--- src/verilog/lpcmd_pkg.sv ---
// Package: constants and types for the command, power and init block
package lpcmd_pkg;

    // Command encodings on rising-edge bits ca[3:0] (bit0 first)
    localparam logic [3:0] LPCMD_MWR   = 4'h0;
    localparam logic [3:0] LPCMD_MRD   = 4'h8;
    localparam logic [3:0] LPCMD_REFPB = 4'h4;
    localparam logic [3:0] LPCMD_REFAB = 4'hC;
    localparam logic [3:0] LPCMD_PRE   = 4'hB;
    localparam logic [3:0] LPCMD_TRM   = 4'h3;
    localparam logic [3:0] LPCMD_IDL   = 4'h7;

    // Field positions
    localparam int ALL_BIT    = 4;
    localparam int CLS_BIT    = 0;
    localparam int NUM_BANKS  = 8;
    localparam int MR_COUNT   = 256;

    // Mode register addresses and reset values
    localparam logic [7:0] MR_INFO   = 8'h00;
    localparam logic [7:0] MR_FEAT1  = 8'h01;
    localparam logic [7:0] MR_RESET  = 8'h3F;
    localparam logic [7:0] MR1_RESET = 8'h22;
    localparam logic [7:0] MR2_RESET = 8'h01;
    localparam logic [7:0] MR3_RESET = 8'h02;

    // Timing, clock at 20 MHz
    localparam int CLK_PERIOD_NS    = 50;
    localparam int AUTO_INIT_MAX_US = 10;
    localparam int AUTO_INIT_CYCLES = (AUTO_INIT_MAX_US * 1000) / CLK_PERIOD_NS;
    localparam int AUTO_INIT_RUN    = AUTO_INIT_CYCLES / 2;

    // Power states
    typedef enum logic [2:0] {
        LP_BOOT  = 3'b000,
        LP_INIT  = 3'b001,
        LP_IDLE  = 3'b011,
        LP_PPD   = 3'b010,
        LP_APD   = 3'b110,
        LP_SREF  = 3'b111,
        LP_DPD   = 3'b101
    } lpcmd_state_type;

    // Decoded command word handed to the user side
    typedef struct packed {
        logic        is_write;
        logic        is_read;
        logic        is_act;
        logic        is_pre;
        logic        is_trm;
        logic        is_mrd;
        logic        is_mwr;
        logic        is_ref;
        logic        auto_close;
        logic        all_bank;
        logic [2:0]  bank;
        logic [13:0] row;
        logic [8:0]  col;
        logic [7:0]  mr_addr;
        logic [7:0]  mr_data;
    } lpcmd_cmd_type;

endpackage
--- src/verilog/lpcmd_buf.sv ---
// Two-entry valid/ready buffer for decoded command words
`timescale 1ns/10ps
module lpcmd_buf
    import lpcmd_pkg::*;
#(
    parameter int WIDTH = $bits(lpcmd_cmd_type)
) (
    input  wire logic             clock,
    input  wire logic             resetn,
    input  wire logic [WIDTH-1:0] in_data,
    input  wire logic             in_valid,
    output logic                  in_ready,
    output logic [WIDTH-1:0]      out_data,
    output logic                  out_valid,
    input  wire logic             out_ready
);
    logic [WIDTH-1:0] mem_r [2];
    logic             wp_r;
    logic             rp_r;
    logic [1:0]       cnt_r;
    logic             push;
    logic             pop;

    initial begin
        if (WIDTH < 1) $error("lpcmd_buf width must be positive");
    end

    assign push      = in_valid && in_ready;
    assign pop       = out_valid && out_ready;
    assign in_ready  = (cnt_r != 2'd2);
    assign out_valid = (cnt_r != 2'd0);
    assign out_data  = mem_r[rp_r];

    // Storage and pointers
    always_ff @(posedge clock) begin
        if (!resetn) begin
            wp_r  <= 1'b0;
            rp_r  <= 1'b0;
            cnt_r <= 2'd0;
        end else begin
            if (push) begin
                mem_r[wp_r] <= in_data;
                wp_r        <= ~wp_r;
            end
            if (pop) begin
                rp_r <= ~rp_r;
            end
            cnt_r <= cnt_r + {1'b0, push} - {1'b0, pop};
        end
    end
endmodule

--- src/verilog/lpcmd_ctrl.sv ---
// Command decode, power-state control and auto-initialization for the DRAM die
`timescale 1ns/10ps
// Operation
// - Up to 256 byte-wide mode registers, read-only, write-only or read-write; here no register reads back a written value.
// - Self-refresh command with clock-enable falling enters self-refresh.
// - Activate decoded from first two rising bits; rest give row and bank.
// - Read/write decoded from first three rising bits; rest give start column.
// - Auto-close flag sampled on falling bit zero; closes bank after burst.
// - Precharge: all-bank flag set closes all banks, else only addressed bank.
// - Burst stop cuts a burst without auto-close at a prefetch boundary.
// - Power-down gates buffers and clock; precharge or active flavour by banks.
// - Deep sleep gates buffers, clock and array power; contents are lost.
// - Clock-enable rising exits low-power states; only idle or deselect then.
// - Idle command with select low, or select high, is a no-operation.
// - Self-refresh only from all idle; idle falling gives active or precharge PD.
// - Access is activate then read/write burst of length 4, 8 or 16.
// - Three bank bits pick one of eight banks; row bits 0..13 pick the row.
// - Clock-enable held low through ramp; outputs high-impedance while it is low.
// - Auto-init completes within 10 us of reset, then device is idle.
// - Register zero bit zero reads 1 while init runs, 0 when done.
module lpcmd_ctrl
    import lpcmd_pkg::*;
#(
    parameter int INIT_CYCLES = AUTO_INIT_RUN
) (
    input  wire logic                clock,
    input  wire logic                resetn,
    input  wire logic                cs_n,
    input  wire logic                cke,
    input  wire logic [9:0]          ca_rise,
    input  wire logic [9:0]          ca_fall,
    output lpcmd_cmd_type            cmd_out,
    output logic                     cmd_valid,
    input  wire logic                cmd_ready,
    output logic [7:0]               mr_rdata,
    output logic                     mr_rvalid,
    output logic [7:0]               bank_open,
    output logic [2:0]               power_state,
    output logic                     buffers_on,
    output logic                     array_power_on,
    output logic                     dq_drive_en,
    output logic [3:0]               burst_len,
    output logic                     burst_stop,
    output logic                     auto_init_status_bit,
    output logic                     cmd_error
);
    initial begin
        if (INIT_CYCLES < 1 || INIT_CYCLES > AUTO_INIT_CYCLES)
            $error("INIT_CYCLES must fit within the auto-init limit");
    end

    lpcmd_state_type state_r;
    lpcmd_state_type state_nxt;
    logic            cke_prev_r;
    logic [7:0]      open_r;
    logic [7:0]      mr1_r;
    logic [7:0]      mr2_r;
    logic [7:0]      mr3_r;
    logic [7:0]      mr_any_r [MR_COUNT];
    logic [15:0]     init_cnt_r;
    logic            busy_r;
    logic            burst_live_r;
    logic            burst_ap_r;
    logic [2:0]      burst_bank_r;
    logic [4:0]      beat_r;
    logic [7:0]      rdata_r;
    logic            rvalid_r;
    logic            stop_r;
    logic            err_r;
    lpcmd_cmd_type   dec;
    logic            dec_valid;
    logic            buf_ready;
    logic            sel;
    logic            cke_fall;
    logic            cke_rise;
    logic            is_idl;
    logic [3:0]      op4;
    logic            is_act;
    logic            is_rd;
    logic            is_wr;
    logic [4:0]      bl_beats;

    // Command classification
    assign sel      = !cs_n;
    assign op4      = ca_rise[3:0];
    assign cke_fall = cke_prev_r && !cke;
    assign cke_rise = !cke_prev_r && cke;
    assign is_idl   = !sel || (op4[2:0] == LPCMD_IDL[2:0]);
    assign is_act   = sel && (ca_rise[1:0] == 2'b10);
    assign is_wr    = sel && (ca_rise[2:0] == 3'b001);
    assign is_rd    = sel && (ca_rise[2:0] == 3'b101);

    // Burst length in beats from feature register one
    always_comb begin
        case (mr1_r[2:0])
            3'b011:  bl_beats = 5'd8;
            3'b100:  bl_beats = 5'd16;
            default: bl_beats = 5'd4;
        endcase
    end

    // Decoded command word for the datapath
    always_comb begin
        dec            = '0;
        dec.is_act     = is_act;
        dec.is_write   = is_wr;
        dec.is_read    = is_rd;
        dec.is_pre     = sel && (op4 == LPCMD_PRE);
        dec.is_trm     = sel && (op4 == LPCMD_TRM);
        dec.is_mwr     = sel && (op4 == LPCMD_MWR);
        dec.is_mrd     = sel && (op4 == LPCMD_MRD);
        dec.is_ref     = sel && (op4 == LPCMD_REFAB || op4 == LPCMD_REFPB);
        dec.bank       = ca_rise[9:7];
        // Row bits 12..8 ride the rising half; bits 7..0 and 13 the falling half
        dec.row        = {ca_fall[8], ca_rise[6:2], ca_fall[7:0]};
        // Column bit zero is never sent, so bursts start on an even column
        dec.col        = {ca_fall[6:1], ca_rise[6:5], 1'b0};
        dec.auto_close = ca_fall[CLS_BIT];
        dec.all_bank   = ca_rise[ALL_BIT];
        dec.mr_addr    = {ca_fall[1:0], ca_rise[9:4]};
        dec.mr_data    = ca_fall[9:2];
        // Row field only means something for an activate
        if (!is_act) begin
            dec.row = '0;
        end
        // Only stable clock-enable in idle hands a word to the user side
        dec_valid = cke && cke_prev_r && (state_r == LP_IDLE)
                    && !is_idl && !dec.is_ref;
    end

    // Power state transitions on clock-enable edges, and from init to idle when busy drops
    always_comb begin
        state_nxt = state_r;
        case (state_r)
            LP_BOOT: begin
                if (cke_rise) state_nxt = LP_INIT;
            end
            LP_INIT: begin
                if (!busy_r) state_nxt = LP_IDLE;
                else if (cke_fall && is_idl) state_nxt = LP_PPD;
            end
            LP_IDLE: begin
                if (cke_fall && !burst_live_r) begin
                    if (sel && op4 == LPCMD_REFAB && open_r == 8'h00)
                        state_nxt = LP_SREF;
                    else if (sel && op4 == LPCMD_TRM)
                        state_nxt = LP_DPD;
                    else if (is_idl)
                        state_nxt = (open_r != 8'h00) ? LP_APD : LP_PPD;
                end
            end
            LP_PPD, LP_APD, LP_SREF: begin
                if (cke_rise && is_idl)
                    state_nxt = busy_r ? LP_INIT : LP_IDLE;
            end
            // Deep sleep lost everything, so leaving it restarts the boot flow
            LP_DPD: begin
                if (cke_rise && is_idl) state_nxt = LP_BOOT;
            end
            default: state_nxt = LP_BOOT;
        endcase
    end

    // State and clock-enable history
    always_ff @(posedge clock) begin
        if (!resetn) begin
            state_r    <= LP_BOOT;
            cke_prev_r <= 1'b0;
        end else begin
            state_r    <= state_nxt;
            cke_prev_r <= cke;
        end
    end

    // Auto-initialization after reset register write
    always_ff @(posedge clock) begin
        if (!resetn) begin
            busy_r     <= 1'b1;
            init_cnt_r <= 16'h0000;
        end else if (dec.is_mwr && cke && dec.mr_addr == MR_RESET
                     && (state_r == LP_INIT || state_r == LP_IDLE)) begin
            busy_r     <= 1'b1;
            init_cnt_r <= 16'(INIT_CYCLES);
        end else if (state_r == LP_BOOT) begin
            busy_r     <= 1'b1;
        end else if (init_cnt_r != 16'h0000) begin
            // Busy drops on the last count, ahead of the move to idle
            init_cnt_r <= init_cnt_r - 16'h0001;
            if (init_cnt_r == 16'h0001) busy_r <= 1'b0;
        end
    end

    // Open-bank tracking
    always_ff @(posedge clock) begin
        if (!resetn) begin
            open_r <= 8'h00;
        end else if (state_r == LP_BOOT || state_r == LP_DPD) begin
            open_r <= 8'h00;
        end else begin
            // Auto-close on the last beat pair; a new command in that cycle still lands
            if (burst_live_r && burst_ap_r && beat_r == 5'd2)
                open_r[burst_bank_r] <= 1'b0;
            if (dec_valid) begin
                if (is_act) open_r[dec.bank] <= 1'b1;
                if (dec.is_pre) begin
                    if (dec.all_bank) open_r <= 8'h00;
                    else open_r[dec.bank] <= 1'b0;
                end
            end
        end
    end

    // Burst progress, terminate and auto-close
    always_ff @(posedge clock) begin
        if (!resetn) begin
            burst_live_r <= 1'b0;
            burst_ap_r   <= 1'b0;
            burst_bank_r <= 3'd0;
            beat_r       <= 5'd0;
            stop_r       <= 1'b0;
        end else begin
            stop_r <= 1'b0;
            if (dec_valid && (is_rd || is_wr) && open_r[dec.bank]) begin
                burst_live_r <= 1'b1;
                burst_ap_r   <= dec.auto_close;
                burst_bank_r <= dec.bank;
                beat_r       <= bl_beats;
            end else if (dec_valid && dec.is_trm && burst_live_r && !burst_ap_r) begin
                burst_live_r <= 1'b0;
                beat_r       <= 5'd0;
                stop_r       <= 1'b1;
            end else if (burst_live_r) begin
                beat_r <= beat_r - 5'd2;
                if (beat_r <= 5'd2) burst_live_r <= 1'b0;
            end
        end
    end

    // Mode register file and read path
    always_ff @(posedge clock) begin
        if (!resetn) begin
            mr1_r    <= MR1_RESET;
            mr2_r    <= MR2_RESET;
            mr3_r    <= MR3_RESET;
            rdata_r  <= 8'h00;
            rvalid_r <= 1'b0;
        end else begin
            rvalid_r <= 1'b0;
            // Configuration writes only in the idle state
            if (cke && cke_prev_r && dec.is_mwr && state_r == LP_IDLE) begin
                case (dec.mr_addr)
                    MR_FEAT1: mr1_r <= dec.mr_data;
                    8'h02:    mr2_r <= dec.mr_data;
                    8'h03:    mr3_r <= dec.mr_data;
                    default:  mr_any_r[dec.mr_addr] <= dec.mr_data;
                endcase
            end
            // Reads are also served while auto-init is still polled
            if (cke && cke_prev_r && dec.is_mrd
                && (state_r == LP_IDLE || state_r == LP_INIT)) begin
                rvalid_r <= 1'b1;
                case (dec.mr_addr)
                    MR_INFO: rdata_r <= {7'h00, busy_r};
                    8'h01, 8'h02, 8'h03, MR_RESET: rdata_r <= 8'h00; // Write-only
                    default: rdata_r <= 8'h00;
                endcase
            end
        end
    end

    // Illegal command sequence flag
    always_ff @(posedge clock) begin
        if (!resetn) begin
            err_r <= 1'b0;
        end else begin
            // Flags a command on an exit edge, a low-power entry mid-burst,
            // or anything but register access while auto-init runs
            err_r <= (cke_rise && !is_idl && state_r != LP_BOOT)
                  || (cke_fall && burst_live_r)
                  || (state_r == LP_INIT && cke && cke_prev_r && !is_idl
                      && !dec.is_mrd && !dec.is_mwr);
        end
    end

    // Registered status outputs
    always_ff @(posedge clock) begin
        if (!resetn) begin
            bank_open            <= 8'h00;
            power_state          <= LP_BOOT;
            buffers_on           <= 1'b0;
            array_power_on       <= 1'b1;
            dq_drive_en          <= 1'b0;
            burst_len            <= 4'h2;
            burst_stop           <= 1'b0;
            auto_init_status_bit <= 1'b1;
            mr_rdata             <= 8'h00;
            mr_rvalid            <= 1'b0;
            cmd_error            <= 1'b0;
        end else begin
            bank_open            <= open_r;
            power_state          <= state_r;
            buffers_on           <= (state_r == LP_IDLE || state_r == LP_INIT);
            array_power_on       <= (state_r != LP_DPD);
            dq_drive_en          <= cke && (burst_live_r || rvalid_r);
            burst_len            <= {1'b0, mr1_r[2:0]};
            burst_stop           <= stop_r;
            auto_init_status_bit <= busy_r;
            mr_rdata             <= rdata_r;
            mr_rvalid            <= rvalid_r;
            cmd_error            <= err_r;
        end
    end

    // Decoded commands pass through a two-entry buffer
    lpcmd_buf u_buf (
        .clock     (clock),
        .resetn    (resetn),
        .in_data   (dec),
        .in_valid  (dec_valid),
        .in_ready  (buf_ready),
        .out_data  (cmd_out),
        .out_valid (cmd_valid),
        .out_ready (cmd_ready)
    );
endmodule

--- config.mk ---
export PLATFORM = sky130hd
export DESIGN_NAME = lpcmd_ctrl
export DESIGN_NICKNAME = d
export VERILOG_FILES = /design/src/verilog/lpcmd_pkg.sv /design/src/verilog/lpcmd_buf.sv /design/src/verilog/lpcmd_ctrl.sv
export SDC_FILE = /design/constraint.sdc
export NUM_CORES = 1
export LEC_CHECK = 0
export BUFFER_PORTS_ARGS = -buffer_cell sky130_fd_sc_hd__buf_2
export CAP_MARGIN = 20
export CORE_UTILIZATION = 45
export DETAILED_ROUTE_END_ITERATION = 10
export GPL_ROUTABILITY_DRIVEN = 0
export GPL_TIMING_DRIVEN = 0
export PLACE_DENSITY = 0.74
export SLEW_MARGIN = 25
export SYNTH_ARGS = -nofsm -noshare
export SYNTH_HDL_FRONTEND = slang
export SYNTH_SLANG_ARGS = --single-unit
--- constraint.sdc ---
create_clock -name clock -period 3.7 [get_ports clock]
set_input_delay 0 -clock clock [delete_from_list [all_inputs] [get_ports clock]]
set_output_delay 0 -clock clock [all_outputs]
set_load 0.005 [all_outputs]
==> flow_metrics.py, run 1 <==
metrics = {
    "setup_path": {
        "cp-start-kind": "flop",
        "required_ps": 3830,
        "crit_arrival_ps": 2970,
        "path_class": "reg2reg",
        "r2r_cells": 7,
        "cp-end-kind": "flop",
        "critPathMaxFanout": 24,
    },
    "placed_design": {
        "place_area_mm2": 0.00722,
        "dp_hpwl_um": 9910,
        "portBuffers": 96,
        "pre_cts_slack_ps": 848,
        "dp.cells": 837,
    },
    "clocking": {
        "cts_buffers": 17,
        "cts-resized-gates": 0,
        "clk_path_buf_depth": 2,
        "cts-root-buf": "clkbuf_16",
        "h-tree-depth": 4,
        "cts.sinks": 148,
        "cts_tree": "done",
        "insertion_delay_ps": 420,
        "ctsHoldBuffers": 21,
        "post_cts_buffers": 0,
        "clk_pin_slew_worst_paths_ps": 60,
    },
    "finish": {
        "finish.utilization_pct": 57.3,
        "drive_gt1_share_pct": 28.7,
        "antennaDiodeCount": 0,
        "layout_common_cells": "102 x buf_2, 76 x edfxtp_1, 72 x dfxtp_1",
        "num-fill-cells": 1093,
        "final_nets": 728,
        "fin_cells": 890,
        "area.growth.synth_to_final_pct": 23.9,
        "mostFrequentLayoutCell": "buf_2",
        "stdcell_area_mm2": 0.00798,
    },
    "drt": {
        "drtPass1Iterations": 5,
        "drc_errors": 0,
        "vias": 4829,
        "ant_nets": 0,
        "wl_per_cell_um": 16.4,
        "first_iter_violations": 378,
        "avgViaCountPerCell": 5.43,
        "wl_um": 14600,
    },
    "timing": {
        "drv_slew": 0,
        "setup_violations": 0,
        "hold_ws_ps": 23.2,
        "worst_slack_ps": 859,
        "skew_ps": 5.91,
        "max_slew_margin_pct": 40.2,
        "fin_crit_sh_pct": 76.8,
        "timing_hold_violations_final": 0,
        "worst_slew_pin_slew_ps": 890,
        "rsz0062_at_grt": "false",
        "fmax_mhz": 352,
        "fin_crit_ps": 2840,
    },
    "synth": {
        "yosys.area.top_type": "edfxtp_1",
        "synth_seq_cells": 148,
        "avgSynthCellArea_um2": 11.7,
        "synth_area_leaders": "edfxtp_1 35%, dfxtp_1 22%, mux2_2 6.8%",
        "postSynthCellCount": 551,
        "synth_cell_types": 63,
        "syn_area_mm2": 0.00644,
        "ys_seq_area_share_pct": 57.8,
        "synth.top_cell.area_share_pct": 35.4,
        "synth-main-ff-cell": "edfxtp_1",
        "synth_warnings": 0,
        "ys_async_sr_fraction_pct": 0,
        "synth_edf_count": 76,
    },
    "power_and_ir_drop": {
        "p_leak_uw": 0.00318,
        "p_sw_uw": 1290,
        "swShare_pct": 28.7,
        "irDropWorstVdd_v": 0.000312,
        "share_comb_of_total_power_pct": 22.3,
        "clkPwrFrac_pct": 36.0,
        "share_seq_of_total_power_pct": 41.8,
        "power.internal_uw": 3200,
        "power.density_mw_per_mm2": 562,
    },
    "worst_hold_path": {
        "hold-path-cell-count": 4,
        "hold_path_class": "in2reg",
    },
    "die": {
        "design.die.area_mm2": 0.0148,
        "io-pin-count": 108,
        "die_x_um": 122,
        "die_height_um": 122,
        "start_util_pct": 46.2,
        "fp-row-count": 43,
        "coreArea_mm2": 0.0139,
    },
    "outcome": {
        "status": "finished, final reports clean",
    },
    "global_route": {
        "grt_pass1_wl_um": 23000,
        "grt_antenna_before_repair": 0,
        "grt.total_usage_pct": 20.4,
        "grt_pass1_vias": 4698,
        "grt_max_degree": 30,
        "gr-total-overflow": 0,
    },
    "job": {
        "cap_viol_max_count": 0,
    },
}
## routing by layer
| layer | global-route usage [%] | vias to the layer above | part of all wire (%) |
|---|---|---|---|
| li1 | - | 2260 | - |
| met1 | 24.3 | 2317 | 42 |
| met2 | 34.5 | 222 | 49 |
| met3 | 5.48 | 30 | 7.2 |
| met4 | 8.64 | 0 | 2.1 |
| met5 | 0 | - | 0 |
## Yosys cell counts (11+ instances only)
library cell	count
edfxtp_1	76
dfxtp_1	72
nor2_1	44
mux2_2	39
and2_1	38
buf_4	25
nand2_1	25
a21oi_1	20
inv_1	16
clkbuf_1	15
mux2i_1	13
nand4_1	12
nor2b_1	12
nand3_1	11
nor3_1	11
xor2_1	11
## worst max-delay path, cell delays in order, from the launching register on
cell	delay, ps
dfxtp_1	300
buf_2	200
nand3b_1	240
or4_1	590
a21oi_2	220
nand2_1	130
nor2_4	600
buf_8	250
## area by class of cell
cell class                      instances  area, um2  area share (%)
Multi-Input combinational cell        348       2410            30.2
Clock inverter                          5       51.3           0.643
Timing Repair Buffer                  119        726            9.09
Inverter                               16       60.1           0.752
Clock buffer                           27        498            6.24
Sequential cell                       148       3720            46.7
Buffer                                 47        285            3.57
Tap cell                              180        225            2.82
## power groups by stage
stage / registers [uW] / logic [uW] / clock network [uW]
after global placement: 1900 / 907 / 0
final: 1870 / 1000 / 1620
after global routing: 1880 / 1100 / 1700
after CTS: 1870 / 981 / 1630
after detailed placement: 1900 / 951 / 0
after floorplan: 1890 / 715 / 0
## kinds of logic (layout without fill, tap and decap cells)
| kind of cell | after synthesis | count (layout) | synth area share [%] |
|---|---|---|---|
| compound gates | 66 | 66 | 7.11 |
| xor+xnor | 20 | 20 | 2.72 |
| fa+ha+maj | 6 | 6 | 1.17 |
| buf+inv | 63 | 214 | 5.36 |
| flops | 148 | 148 | 57.8 |
| mux | 52 | 52 | 8.84 |
| other cells | 1 | 9 | 0.0582 |
| simple gates | 195 | 195 | 17.0 |
## flip-flops by register name, summed over array words and instances (netlist names), 2 cells and up, named ones only
| signal | flops |
|---|---|
| power_state | 3 |
| u_buf.mem_r | 76 |
| mr1_r | 3 |
| open_r | 8 |
| beat_r | 4 |
| burst_bank_r | 3 |
| bank_open | 8 |
| init_cnt_r | 16 |
| state_r | 3 |
| u_buf.cnt_r | 2 |
| burst_len | 3 |
## metrics by stage
step	setup TNS [ps]	total power, uW
2_1_floorplan	0	2600
3_3_place_gp	-27430	2810
3_5_place_dp	0	2860
4_1_cts	0	4490
5_1_grt	0	4690
6_report	0	4490
## worst paths after layout
path,startpoint,end,slack [ps]
hold reg to reg,err_r$_SDFF_PN0_,cmd_error$_SDFF_PN0_,460
hold / removal,cmd_ready,u_buf.rp_r$_SDFFE_PN0P_,20
setup / recovery,state_r[0]$_SDFFE_PN0P_,u_buf.mem_r[0][34]$_DFFE_PP_,860
setup reg to reg,state_r[0]$_SDFFE_PN0P_,u_buf.mem_r[0][34]$_DFFE_PP_,860
Power figures use the tool's default switching activity.
==> run 2, diff against run 1 <==
ABC_AREA = 1   (was not set)
PLACE_DENSITY = 0.76   (was 0.74)
clock period = 2.55 ns   (was 3.7 ns; I/O delays follow)
==> run 2 against run 1 <==
The flow now finishes with violations (design-rule violations). Core utilization is 0.48 points higher. Wire length increased by 7.3%. Clock skew is 2.4 ps higher. Critical path depth is 1 higher. Critical endpoint is now u_buf.mem_r[0][5]$_DFFE_PP_.
==> flow_metrics.py, run 2 <==
metrics = {
    "outcome": {
        "status": "finished with violations",
        "violations": "design-rule violations",
    },
    "worst_hold_path": {
        "min_to": "u_buf.mem_r[1][50]$_DFFE_PP_",
        "hold-path-cell-count": 3,
        "min-delay-start": "ca_rise[0]",
        "hold_path_class": "in2reg",
    },
    "placed_design": {
        "dp_hpwl_um": 11100,
        "portBuffers": 98,
    },
    "synth": {
        "synth_seq_cells": 148,
        "synth_area_leaders": "edfxtp_1 33%, dfxtp_1 21%, nand2_1 7.7%",
        "synth_common_cells": "141 x nand2_1, 99 x inv_1, 86 x nor2_1",
        "ys_async_sr_fraction_pct": 0,
        "syn_area_mm2": 0.00684,
        "synth_cell_types": 38,
        "postSynthCellCount": 744,
        "avgSynthCellArea_um2": 9.20,
        "synth.most_common_cell": "nand2_1",
        "synth_warnings": 0,
        "ys_seq_area_share_pct": 54.4,
        "yosys.area.top_type": "edfxtp_1",
        "synth_edf_count": 76,
        "synth.top_cell.area_share_pct": 33.4,
        "synth-main-ff-cell": "edfxtp_1",
    },
    "finish": {
        "finish.utilization_pct": 57.8,
        "drive_gt1_share_pct": 26.2,
        "final_nets": 926,
        "top_register": "u_buf.mem_r",
        "area.growth.synth_to_final_pct": 24.1,
        "mostFrequentLayoutCell": "nand2_1",
        "antennaDiodeCount": 0,
        "reg_top3": "u_buf.mem_r x76, init_cnt_r x16",
        "num-fill-cells": 1249,
        "layout_common_cells": "141 x nand2_1, 103 x buf_2, 99 x inv_1",
        "largest_reg_flops": 76,
    },
    "global_route": {
        "grt_pass1_vias": 5333,
        "grt.total_usage_pct": 20.8,
        "grt_antenna_before_repair": 0,
        "gr-total-overflow": 0,
        "grt_max_degree": 17,
        "grt_pass1_wl_um": 25500,
    },
    "timing": {
        "timing_hold_violations_final": 0,
        "fin_crit_ps": 2370,
        "rsz0062_at_grt": "false",
        "max_slew_margin_pct": 60.6,
        "worst_slew_pin_slew_ps": 587,
        "skew_ps": 8.32,
        "setup_violations": 0,
        "fin_setup_tns_ps": 0,
        "fin_crit_sh_pct": 93.0,
        "drv_slew": 0,
        "fmax_mhz": 422,
    },
    "power_and_ir_drop": {
        "share_seq_of_total_power_pct": 37.2,
        "share_comb_of_total_power_pct": 29.7,
        "p_leak_uw": 0.00380,
        "power.internal_uw": 5160,
        "swShare_pct": 32.1,
        "p_sw_uw": 2440,
        "total_power_uw": 7600,
        "clkPwrFrac_pct": 33.1,
        "power.density_mw_per_mm2": 895,
        "irDropWorstVdd_v": 0.000573,
    },
    "clocking": {
        "clk_path_buf_depth": 2,
        "clk_pin_slew_worst_paths_ps": 60,
        "h-tree-depth": 4,
        "cts_buffers": 17,
        "cts.sinks": 148,
        "cts_tree": "done",
        "insertion_delay_ps": 420,
        "cts-root-buf": "clkbuf_16",
    },
    "job": {
        "cap_viol_max_count": 0,
    },
    "setup_path": {
        "cp-start-kind": "flop",
        "rrSetupSlack_ps": 180,
        "cpPeakStageDelay_ps": 430,
        "critPathMaxFanout": 14,
        "path_buf_inv": 3,
        "crit_arrival_ps": 2500,
        "crit_chain": "nand3_2 > nor2_4 > nand3_2 > a21oi_1 > inv_1 > nor3_4 > buf_8 > buf_8",
        "rr_startpoint": "state_r[0]$_SDFFE_PN0P_",
        "rr_endpoint": "u_buf.mem_r[0][5]$_DFFE_PP_",
        "critical_path.top_delay_family": "simple AND/OR/NAND/NOR gates",
        "cp-end-kind": "flop",
        "required_ps": 2680,
        "path_class": "reg2reg",
        "cp_slowest_cell": "dfxtp_1",
        "r2r_cells": 8,
    },
    "die": {
        "design.die.area_mm2": 0.0157,
        "die_x_um": 125,
        "die_height_um": 125,
        "io-pin-count": 108,
        "start_util_pct": 46.6,
        "fp-row-count": 44,
        "coreArea_mm2": 0.0147,
    },
    "drt": {
        "ant_nets": 0,
        "drc_errors": 12,
        "avgViaCountPerCell": 4.99,
        "wl_um": 15600,
        "wl_per_cell_um": 14.3,
        "vias": 5448,
        "first_iter_violations": 387,
        "drtPass1Iterations": 9,
    },
}
[run 2: worst max-delay path by stage]
| stage | startpoint | endpoint | slack [ps] | cells after the start |
|---|---|---|---|---|
| 4_1_cts | state_r[2]$_SDFFE_PN0P_ | u_buf.mem_r[0][31]$_DFFE_PP_ | 220 | 9 |
| 3_3_place_gp | state_r[2]$_SDFFE_PN0P_ | u_buf.mem_r[1][31]$_DFFE_PP_ | -1490 | 7 |
| 2_1_floorplan | state_r[0]$_SDFFE_PN0P_ | u_buf.mem_r[0][16]$_DFFE_PP_ | -400 | 6 |
| 3_5_place_dp | state_r[2]$_SDFFE_PN0P_ | u_buf.mem_r[0][31]$_DFFE_PP_ | -240 | 9 |
| 6_report | state_r[0]$_SDFFE_PN0P_ | u_buf.mem_r[0][5]$_DFFE_PP_ | 180 | 8 |
| 5_1_grt | state_r[0]$_SDFFE_PN0P_ | u_buf.mem_r[0][5]$_DFFE_PP_ | 1 | 8 |
[run 2: worst register-to-register path, cell delays in order, from the launching register on]
cell and delay [ps]:
dfxtp_1 430, nand3_2 160, nor2_4 130, nand3_2 140
a21oi_1 390, inv_1 210, nor3_4 260, buf_8 200
buf_8 160
[run 2: power groups by stage]
stage | combinational [uW] | sequential (uW) | clock (uW)
detailed placement | 2200 | 2870 | 0
global route | 2600 | 2850 | 2650
CTS | 2260 | 2820 | 2560
global placement | 2180 | 2870 | 0
floorplan | 1740 | 2830 | 0
finish | 2260 | 2830 | 2520
[run 2: per-stage QoR]
stage	setup WS, ps	hold slack (ps)	cell area (um2)	instances
floorplan	-396	98.9	6880	752
global placement	-1490	189	7600	1034
detailed placement	-241	193	7680	1038
CTS	216	6.98	8490	1092
global route	1.31	26.7	8490	1092
finish	179	22.4	8490	1092
[run 2: logic make-up (layout without fill, tap and decap cells)]
kind of cell	count (synthesis)	in the layout	synth area share, %
AND/OR/NAND/NOR	315	315	20.5
buffers and inverters	144	300	9.93
other	1	9	0.0548
multiplexers	38	38	6.25
AO/OA/AOI/OAI	80	80	6.20
adder cells (fa/ha/maj)	6	6	1.10
XOR/XNOR	12	12	1.54
flip-flops	148	148	54.4
[run 2: per-layer routing]
layer | GRT usage (%) | wire, um
met4 | 11.3 | 470
met5 | 0 | 0
met3 | 4.28 | 915
met1 | 25.3 | 6810
met2 | 34.7 | 7440
[run 2: what timing repair did]
item / in CTS / in global routing
resized for setup: 0 / 0
endpoints found under the setup margin: 48 / 0
buffers inserted: 2 / 0
hold endpoints to repair: 65 / 0
hold buffers: 20 / 0
[run 2: layout make-up]
cell class,count,area [um2],share of cell area [%]
repair buffers,124,766,9.02
clock inverters,9,128,1.50
flip-flops and latches,148,3720,43.9
clock buffers,23,470,5.54
well taps,184,230,2.71
plain buffers,40,288,3.39
inverters,104,392,4.61
multi-input cells,460,2490,29.4
